<file path="src/hw/clkgen_pkg.sv">
// Purpose: constants and types for the clock generator unit
// Assumes: register port with index addresses, 32-bit data
// Notes: frequencies are held in tenths of a kilohertz
package clkgen_pkg;
  localparam int AW = 3;
  localparam int DW = 32;
  localparam int NW = 8;
  localparam int WW = 6;
  localparam int CW = 20;
  // register indexes
  localparam logic [AW-1:0] REG_CTRL = 3'h0;
  localparam logic [AW-1:0] REG_MULT = 3'h1;
  localparam logic [AW-1:0] REG_RANGE = 3'h2;
  localparam logic [AW-1:0] REG_STATUS = 3'h3;
  localparam logic [AW-1:0] REG_CENTER = 3'h4;
  // field positions
  localparam int CTL_W = 6;
  localparam int RNG_E_LSB = 8;
  localparam int ST_LOCK = 0;
  localparam int ST_TRK = 1;
  localparam int ST_FLAG = 2;
  localparam int ST_SEL = 3;
  localparam int ST_OVER = 4;
  // reset values
  localparam logic [CTL_W-1:0] CTRL_RST = 6'h04;
  localparam logic [NW-1:0] MULT_RST = 8'h01;
  localparam logic [7:0] LIN_RST = 8'h00;
  localparam logic [1:0] EXP_RST = 2'h0;
  // lock detector: window in reference edges, tolerances in edges
  localparam logic [WW-1:0] LOCK_WIN = 6'h20;
  localparam logic [WW-1:0] TRACK_TOL = 6'h03;
  localparam logic [WW-1:0] LOCK_TOL = 6'h01;
  // nominal step 71.4 kHz, bus ceiling 8 MHz, vco is four times bus
  localparam logic [CW-1:0] NOM_STEP = 20'h002CA;
  localparam int BUS_MAX_KHZ = 8000;
  localparam logic [CW-1:0] VCO_MAX = CW'(4 * BUS_MAX_KHZ * 10);

  typedef struct packed {
    logic osc_stop;
    logic irq_en;
    logic trk_wr;
    logic auto_bw;
    logic bsel;
    logic pwr;
  } ctrl_s;

  typedef struct packed {
    ctrl_s ctl;
    logic [NW-1:0] mult_n;
    logic [7:0] lin_l;
    logic [1:0] exp_e;
    logic osc_en;
    logic xclk;
    logic rclk;
    logic rclk_d;
    logic vco_d;
    logic xdiv;
    logic vdiv;
    logic sel_act;
    logic hold;
    logic base;
    logic base_d;
    logic bus;
    logic sys;
    logic [NW-1:0] fb_cnt;
    logic fb;
    logic fb_d;
    logic up;
    logic dn;
    logic [WW-1:0] win_cnt;
    logic [WW-1:0] edges;
    logic trk_det;
    logic lock_det;
    logic lock_s1;
    logic lock_s2;
    logic lock_prev;
    logic lock_out;
    logic trk_out;
    logic irq_flag;
    logic irq;
    logic [CW-1:0] center;
    logic over;
    logic [DW-1:0] rdata;
  } state_s;

  function automatic logic [CW-1:0] center_calc(input logic [7:0] l,
                                                input logic [1:0] e);
    logic [1:0] ec;
    ec = (e == 2'h3) ? 2'h2 : e;
    return CW'(l * (NOM_STEP << ec));
  endfunction

  function automatic logic [WW-1:0] abs_diff(input logic [WW-1:0] a,
                                             input logic [WW-1:0] b);
    return (a > b) ? WW'(a - b) : WW'(b - a);
  endfunction
endpackage

</file>
<file path="src/hw/clock_generator_unit.sv">
// Purpose: crystal and pll clock generator with lock detection
// Assumes: XTAL_IN and VCO_CLOCK are sampled synchronous to REF_CLK
// Notes: generated clocks are flop outputs, edges on REF_CLK grid
// Summary of operation
// RULE1: crystal clock runs, reference is buffered copy
// RULE2: base clock is crystal/2 or vco/2
// RULE3: bus clock is half base clock
// RULE4: system clock from base or crystal clock
// RULE5: oscillator runs on request or stop bit
// RULE6: feedback clock is vco divided by N
// RULE7: phase detector emits up/down correction pulses
// RULE8: lock detector counts feedback per reference window
// RULE9: detector decides filter mode and lock
// RULE10: mode switching automatic or by software
// RULE11: interrupt on lock entry or exit
// RULE12: configuration bit keeps oscillator in stop
// RULE13: center frequency is step times L times 2^E; the code takes E=3 as E=2
// RULE14: bus frequency ceiling is 8 MHz
// RULE15: crystal logic uses edges, not duty cycle
// RULE16: auto mode makes tracking and lock read-only
// RULE17: auto mode interrupts on each lock toggle
// RULE18: manual mode: tracking writable, lock and irq off
// RULE19: software waits acquisition then lock time
// RULE20: source switch is glitch-free
// RULE21: lock status is synchronised before use
//
// Strobed register access and the address map were chosen for this implementation.
module clock_generator_unit
  import clkgen_pkg::*;
(
  input wire logic REF_CLK,
  input wire logic RST_B,
  input wire logic [AW-1:0] ADDR,
  input wire logic [DW-1:0] WDATA,
  input wire logic WR,
  input wire logic RD,
  output logic [DW-1:0] RDATA,
  input wire logic XTAL_IN,
  input wire logic VCO_CLOCK,
  input wire logic OSC_ENABLE_REQUEST,
  input wire logic SYS_FROM_CRYSTAL,
  output logic OSC_ENABLE,
  output logic CRYSTAL_CLOCK,
  output logic PLL_REF_CLOCK,
  output logic FINAL_REF_CLOCK,
  output logic VCO_FEEDBACK_CLOCK,
  output logic PUMP_UP,
  output logic PUMP_DOWN,
  output logic BASE_CLOCK_OUT,
  output logic BUS_CLOCK,
  output logic SYS_CLOCK,
  output logic LOCK,
  output logic TRACKING,
  output logic IRQ
);
  state_s s;
  state_s next_s;
  logic x_rise;
  logic r_rise;
  logic v_rise;
  logic f_rise;
  logic cur_div;
  logic [WW-1:0] cnt_now;
  logic [WW-1:0] dev;

  always_comb begin
    next_s = s;
    cnt_now = '0;
    dev = '0;
    x_rise = s.xclk & ~s.rclk;
    r_rise = s.rclk & ~s.rclk_d;
    v_rise = VCO_CLOCK & s.ctl.pwr & ~s.vco_d;
    f_rise = s.fb & ~s.fb_d;
    cur_div = s.sel_act ? s.vdiv : s.xdiv;
    // oscillator and crystal path
    next_s.osc_en = OSC_ENABLE_REQUEST | s.ctl.osc_stop; // [RULE5] [RULE12]
    next_s.xclk = XTAL_IN & s.osc_en; // [RULE1]
    next_s.rclk = s.xclk; // [RULE1]
    next_s.rclk_d = s.rclk;
    next_s.vco_d = VCO_CLOCK & s.ctl.pwr;
    next_s.fb_d = s.fb;
    next_s.base_d = s.base;
    // halving dividers toggle on rising edges only
    if (x_rise) begin
      next_s.xdiv = ~s.xdiv; // [RULE2] [RULE15]
    end
    if (v_rise) begin
      next_s.vdiv = ~s.vdiv; // [RULE2]
    end
    // modulo feedback divider
    if (s.mult_n <= NW'(1)) begin
      next_s.fb = next_s.vco_d; // [RULE6]
      next_s.fb_cnt = '0;
    end else if (v_rise) begin
      if (s.fb_cnt >= NW'(s.mult_n - NW'(1))) begin
        next_s.fb_cnt = '0;
        next_s.fb = 1'b1; // [RULE6]
      end else begin
        next_s.fb_cnt = NW'(s.fb_cnt + NW'(1));
        if (NW'(s.fb_cnt + NW'(1)) == (s.mult_n >> 1)) begin
          next_s.fb = 1'b0;
        end
      end
    end
    // phase-frequency detector
    if (!s.ctl.pwr) begin
      next_s.up = 1'b0;
      next_s.dn = 1'b0;
    end else if (r_rise && !f_rise) begin
      next_s.up = ~s.dn; // [RULE7]
      next_s.dn = 1'b0;
    end else if (f_rise && !r_rise) begin
      next_s.dn = ~s.up; // [RULE7]
      next_s.up = 1'b0;
    end
    // frequency lock detector
    if (!s.ctl.pwr) begin
      next_s.win_cnt = '0;
      next_s.edges = '0;
      next_s.trk_det = 1'b0;
      next_s.lock_det = 1'b0;
    end else begin
      cnt_now = s.edges;
      if (f_rise && s.edges != '1) begin
        cnt_now = WW'(s.edges + WW'(1)); // [RULE8]
      end
      next_s.edges = cnt_now;
      if (r_rise) begin
        if (s.win_cnt == WW'(LOCK_WIN - WW'(1))) begin
          dev = abs_diff(cnt_now, LOCK_WIN);
          next_s.trk_det = (dev <= TRACK_TOL); // [RULE9]
          next_s.lock_det = (dev <= LOCK_TOL); // [RULE9]
          next_s.win_cnt = '0;
          next_s.edges = '0;
        end else begin
          next_s.win_cnt = WW'(s.win_cnt + WW'(1));
        end
      end
    end
    // lock status crossing
    next_s.lock_s1 = s.lock_det; // [RULE21]
    next_s.lock_s2 = s.lock_s1; // [RULE21]
    next_s.lock_prev = s.lock_s2;
    next_s.lock_out = s.ctl.auto_bw & s.lock_s2; // [RULE16] [RULE18]
    next_s.trk_out = s.ctl.auto_bw ? s.trk_det : s.ctl.trk_wr; // [RULE10]
    // interrupt flag, set wins over clear
    if (WR && ADDR == REG_STATUS && WDATA[ST_FLAG]) begin
      next_s.irq_flag = 1'b0;
    end
    if (s.ctl.auto_bw && s.ctl.irq_en && s.lock_s2 != s.lock_prev) begin
      next_s.irq_flag = 1'b1; // [RULE11] [RULE17]
    end
    next_s.irq = s.irq_flag & s.ctl.irq_en & s.ctl.auto_bw; // [RULE18]
    // glitch-free base selector: swap only while the active side is low
    next_s.base = s.hold ? 1'b0 : cur_div; // [RULE2]
    if (!s.hold && s.ctl.bsel != s.sel_act && !cur_div) begin
      next_s.sel_act = s.ctl.bsel; // [RULE20]
      next_s.hold = 1'b1;
    end else if (s.hold && !cur_div) begin
      next_s.hold = 1'b0; // [RULE20]
    end
    if (s.base && !s.base_d) begin
      next_s.bus = ~s.bus; // [RULE3]
    end
    next_s.sys = SYS_FROM_CRYSTAL ? s.xclk : s.base; // [RULE4]
    next_s.center = center_calc(s.lin_l, s.exp_e); // [RULE13]
    next_s.over = s.center > VCO_MAX; // [RULE14]
    // register writes
    if (WR) begin
      unique case (ADDR)
        REG_CTRL: begin
          next_s.ctl = ctrl_s'(WDATA[CTL_W-1:0]);
          if (s.ctl.auto_bw) begin
            next_s.ctl.trk_wr = s.ctl.trk_wr; // [RULE16]
          end
        end
        REG_MULT: next_s.mult_n = WDATA[NW-1:0];
        REG_RANGE: begin
          next_s.lin_l = WDATA[7:0];
          next_s.exp_e = WDATA[RNG_E_LSB+1:RNG_E_LSB];
        end
        default: begin
        end
      endcase
    end
    // register reads, data stand one cycle later
    next_s.rdata = '0;
    if (RD) begin
      unique case (ADDR)
        REG_CTRL: next_s.rdata = DW'(s.ctl);
        REG_MULT: next_s.rdata = DW'(s.mult_n);
        REG_RANGE: next_s.rdata = DW'({s.exp_e, s.lin_l});
        REG_STATUS: begin
          next_s.rdata[ST_LOCK] = s.lock_out;
          next_s.rdata[ST_TRK] = s.trk_out;
          next_s.rdata[ST_FLAG] = s.irq_flag;
          next_s.rdata[ST_SEL] = s.sel_act;
          next_s.rdata[ST_OVER] = s.over;
        end
        REG_CENTER: next_s.rdata = DW'(s.center);
        default: next_s.rdata = '0;
      endcase
    end
  end

  always_ff @(posedge REF_CLK or negedge RST_B) begin
    if (!RST_B) begin
      s <= '0;
      s.ctl <= ctrl_s'(CTRL_RST);
      s.mult_n <= MULT_RST;
      s.lin_l <= LIN_RST;
      s.exp_e <= EXP_RST;
    end else begin
      s <= next_s;
    end
  end

  assign RDATA = s.rdata;
  assign OSC_ENABLE = s.osc_en;
  assign CRYSTAL_CLOCK = s.xclk;
  assign PLL_REF_CLOCK = s.rclk;
  assign FINAL_REF_CLOCK = s.rclk;
  assign VCO_FEEDBACK_CLOCK = s.fb;
  assign PUMP_UP = s.up;
  assign PUMP_DOWN = s.dn;
  assign BASE_CLOCK_OUT = s.base;
  assign BUS_CLOCK = s.bus;
  assign SYS_CLOCK = s.sys;
  assign LOCK = s.lock_out;
  assign TRACKING = s.trk_out;
  assign IRQ = s.irq;
endmodule // clock_generator_unit

</file>
<file path="config.mk">
export PLATFORM = sky130hd
export DESIGN_NAME = clock_generator_unit
export DESIGN_NICKNAME = d
export VERILOG_FILES = /design/src/hw/clkgen_pkg.sv /design/src/hw/clock_generator_unit.sv
export SDC_FILE = /design/constraint.sdc
export NUM_CORES = 1
export LEC_CHECK = 0
export BUFFER_PORTS_ARGS = -buffer_cell sky130_fd_sc_hd__buf_2
export CAP_MARGIN = 20
export CORE_MARGIN = 3
export CORE_UTILIZATION = 60
export CTS_CLUSTER_DIAMETER = 150
export DETAILED_ROUTE_END_ITERATION = 6
export GPL_ROUTABILITY_DRIVEN = 0
export PLACE_DENSITY = 0.79
export SLEW_MARGIN = 5
export SYNTH_ARGS = -nofsm -noshare
export SYNTH_HDL_FRONTEND = slang
export SYNTH_SLANG_ARGS = --single-unit
</file>
<file path="constraint.sdc">
create_clock -name REF_CLK -period 6.1 [get_ports REF_CLK]
set_input_delay 0.305 -clock REF_CLK [delete_from_list [all_inputs] [get_ports REF_CLK]]
set_output_delay 0.305 -clock REF_CLK [all_outputs]
set_load 0.1 [all_outputs]
</file>
==> impl_metrics.yaml <==
sta:
  fin_setup_tns_ps: 0
  rsz0062_at_grt: "false"
  timing.hold.ws_ps: -29.1
  clock.fmax_mhz: 179
  fin_crit_ps: 5590
  min_period_over_period: 0.916
  worst_pin_slew_ps: 709
  finClkSkew_ps: 6.99
  slew_headroom: 0.526
  setup_viol: 0
  hold_viol_final: 31
  maxSlewViolCount: 0
yosys:
  ys_seq_area_frac: 0.339
  synth_commonest_cells: "inv_1, dfrtp_1, nand2_1"
  synth-seq-cells: 110
  ys_async_sr_fraction: 1.00
  ys_types: 64
  synthCells: 820
  ys_warn_count: 0
  synth_area_leaders: "dfrtp_1, fa_1, ha_1"
  yosys.cell_count.top_type: "inv_1"
  yosysTopAreaCell: "dfrtp_1"
  synth_edf_count: 0
  netlist_area_mm2: 0.00813
  syn_area_per_cell_um2: 9.91
  synth-main-ff-cell: "dfrtp_1"
  yosysTopAreaCellShare: 0.333
flow_run:
  maxCapViolations: 0
die:
  placementRows: 41
  initial_core_util: 0.629
  coreArea_mm2: 0.0129
  ios: 88
  die_h_um: 122
  dieArea_mm2: 0.0150
  die_w_um: 122
critical_path:
  reg2reg_depth: 16
  worstPathCellList: "nand2b_1 -> nand2_1 -> inv_1 -> fa_1 -> fa_1 -> fa_1 -> inv_1 -> fa_1 -> inv_1 -> ha_1 -> nand3_1 -> a211oi_1 -> nor2_1 -> o31ai_1 -> nor4b_1 -> or4_1"
  cp_data_required_time_ps: 6330
  slowest_stage: "dfrtp_1"
  cp_max_fo: 16
  cp-end-kind: "register"
  critical_path.max_stage_delay_ps: 640
  crit_path_frequent_cell: "fa_1"
  worstPathArrival_ps: 5810
  critPathLaunchType: "register"
  critPathKind: "register to register"
clocking:
  post-cts-setup-buffers: 0
  holdBufCountCts: 0
  cts_buffers: 9
  clock-sinks: 110
  htree_num_levels: 3
  cts.path.max_buffers: 2
  root_buffer: "clkbuf_16"
  clk_pin_slew_ps: 70
  tritoncts: "done"
  post_cts_resize_count: 0
  clkLatencyLatePin_ps: 360
global_route:
  grt_pass1_wl_um: 27900
  grt_overflow: 0
  antenna_found_initial: 0
  track_usage: 0.238
  grt_max_degree: 58
  grt_pass1_vias: 5735
routing:
  route.detailed.drc: 0
  wl_per_cell_um: 16.2
  dr.pass1.iters: 5
  num_vias: 5779
  drt_iter0_drc: 501
  drt_wl_total_um: 16700
  viasPerCell: 5.58
  ant_nets: 0
status:
  violations: "negative hold slack"
  status: "complete, but fails checks"
final_layout:
  multi_input_area_mm2: 0.00468
  antenna_cells: 0
  seq_area_mm2: 0.00276
  area_growth_pct: 7.61
  nNetsFinal: 1012
  layout-drive-gt1-share: 0.138
  largest_reg_flops: 75
  top_register: "s"
  fill_cells: 993
min_path:
  hold_class: "input pin to asynchronous set/reset pin"
power:
  p_leak_nw: 4.41
  irDropWorstVdd_mv: 0.412
  p_sw_frac: 0.475
  combinationalPowerShare: 0.672
  p_seq_frac: 0.209
  p_per_area_mw_per_mm2: 612
  clkPwrFrac: 0.119
  p_int_mw: 2.81
  switching_power_mw: 2.54
place:
  io_buffers: 53
  hpwl_um: 13400
==> logic make-up (layout without fill, tap and decap cells) <==
group / after synthesis / in the layout / share of synthesized area
and+or+nand+nor: 235 / 235 / 0.153
buffers and inverters: 170 / 195 / 0.0939
AOI/OAI and AO/OA: 112 / 112 / 0.0912
adders and majority gates: 111 / 111 / 0.224
DFF: 110 / 110 / 0.339
xor gates and xnor gates: 42 / 42 / 0.0453
muxes: 38 / 38 / 0.0528
other: 2 / 20 / 0.000924
==> through the flow <==
stage	setup slack (ps)	total power, mW	instances	area (µm²)	util
floorplan	1040	3.97	838	8190	-
global placement	667	4.53	1018	8410	0.651
detailed placement	586	4.69	1019	8420	0.651
CTS	552	5.36	1035	8740	0.676
global route	169	5.90	1035	8740	0.676
finish	514	5.35	1035	8740	0.676
==> worst paths after layout <==
kind | start | to | slack (ps)
max | s[99]$_DFFE_PN0P_ | s[51]$_DFF_PN0_ | 510
max reg2reg | s[99]$_DFFE_PN0P_ | s[51]$_DFF_PN0_ | 510
min | RST_B | s[64]$_DFF_PN0_ | -30
max in group asynchronous | RST_B | s[51]$_DFF_PN0_ | 4980
min in group REF_CLK | OSC_ENABLE_REQUEST | OSC_ENABLE$_DFF_PN0_ | 150
min reg2reg | next_s[58]$_DFF_PN0_ | next_s[57]$_DFF_PN0_ | 370
==> layout make-up <==
cell class / instances / share of cell area
repair buffers: 60 / 0.0371
well taps: 172 / 0.0246
clock buffers: 10 / 0.0262
clock inverters: 6 / 0.0106
multi-input cells: 558 / 0.535
flip-flops and latches: 110 / 0.315
inverters: 119 / 0.0511
==> cells in the final DEF (no fill, tap or decap), types with 5 or more instances in the layout <==
cell type    n
clkbuf_16    9
fa_1        57
nor2_1      40
and2_1      32
buf_2       52
a21o_1      10
nand2_1     60
conb_1      20
mux2i_1      8
nor3_1      14
a22oi_1     13
o22ai_1      7
xor2_1      15
nor2b_1     22
xnor2_1     27
nand2b_1    13
nand3_1     15
dfrtp_1    108
mux2_2      29
ha_1        54
buf_4        7
a211oi_1     5
o21a_1       6
o31ai_1      5
nand4_1      6
o21ai_0     31
a21oi_1     15
inv_1      119
==> worst max-delay path: cells and delay by family, from the launching register on <==
family                   cells  cell delay, ps
adder cells (fa/ha/maj)      5            2520
flip-flops                   1             640
AND/OR/NAND/NOR              6            1350
AO/OA/AOI/OAI                2             760
buffers and inverters        3             190
==> per-layer routing <==
layer	track usage	wire, µm	vias up
met4	0.0791	365	0
met1	0.329	7400	2851
li1	-	-	2726
met3	0.0378	860	29
met2	0.386	8110	173
met5	0	0	-
==> power groups by stage <==
stage / Combinational [mW] / Sequential [mW] / Clock, mW
finish: 3.60 / 1.12 / 0.637
floorplan: 2.81 / 1.16 / 0
global route: 4.08 / 1.14 / 0.680
detailed placement: 3.56 / 1.13 / 0
CTS: 3.60 / 1.11 / 0.647
global placement: 3.41 / 1.12 / 0
Note: power is estimated with default switching activity, not from simulation.
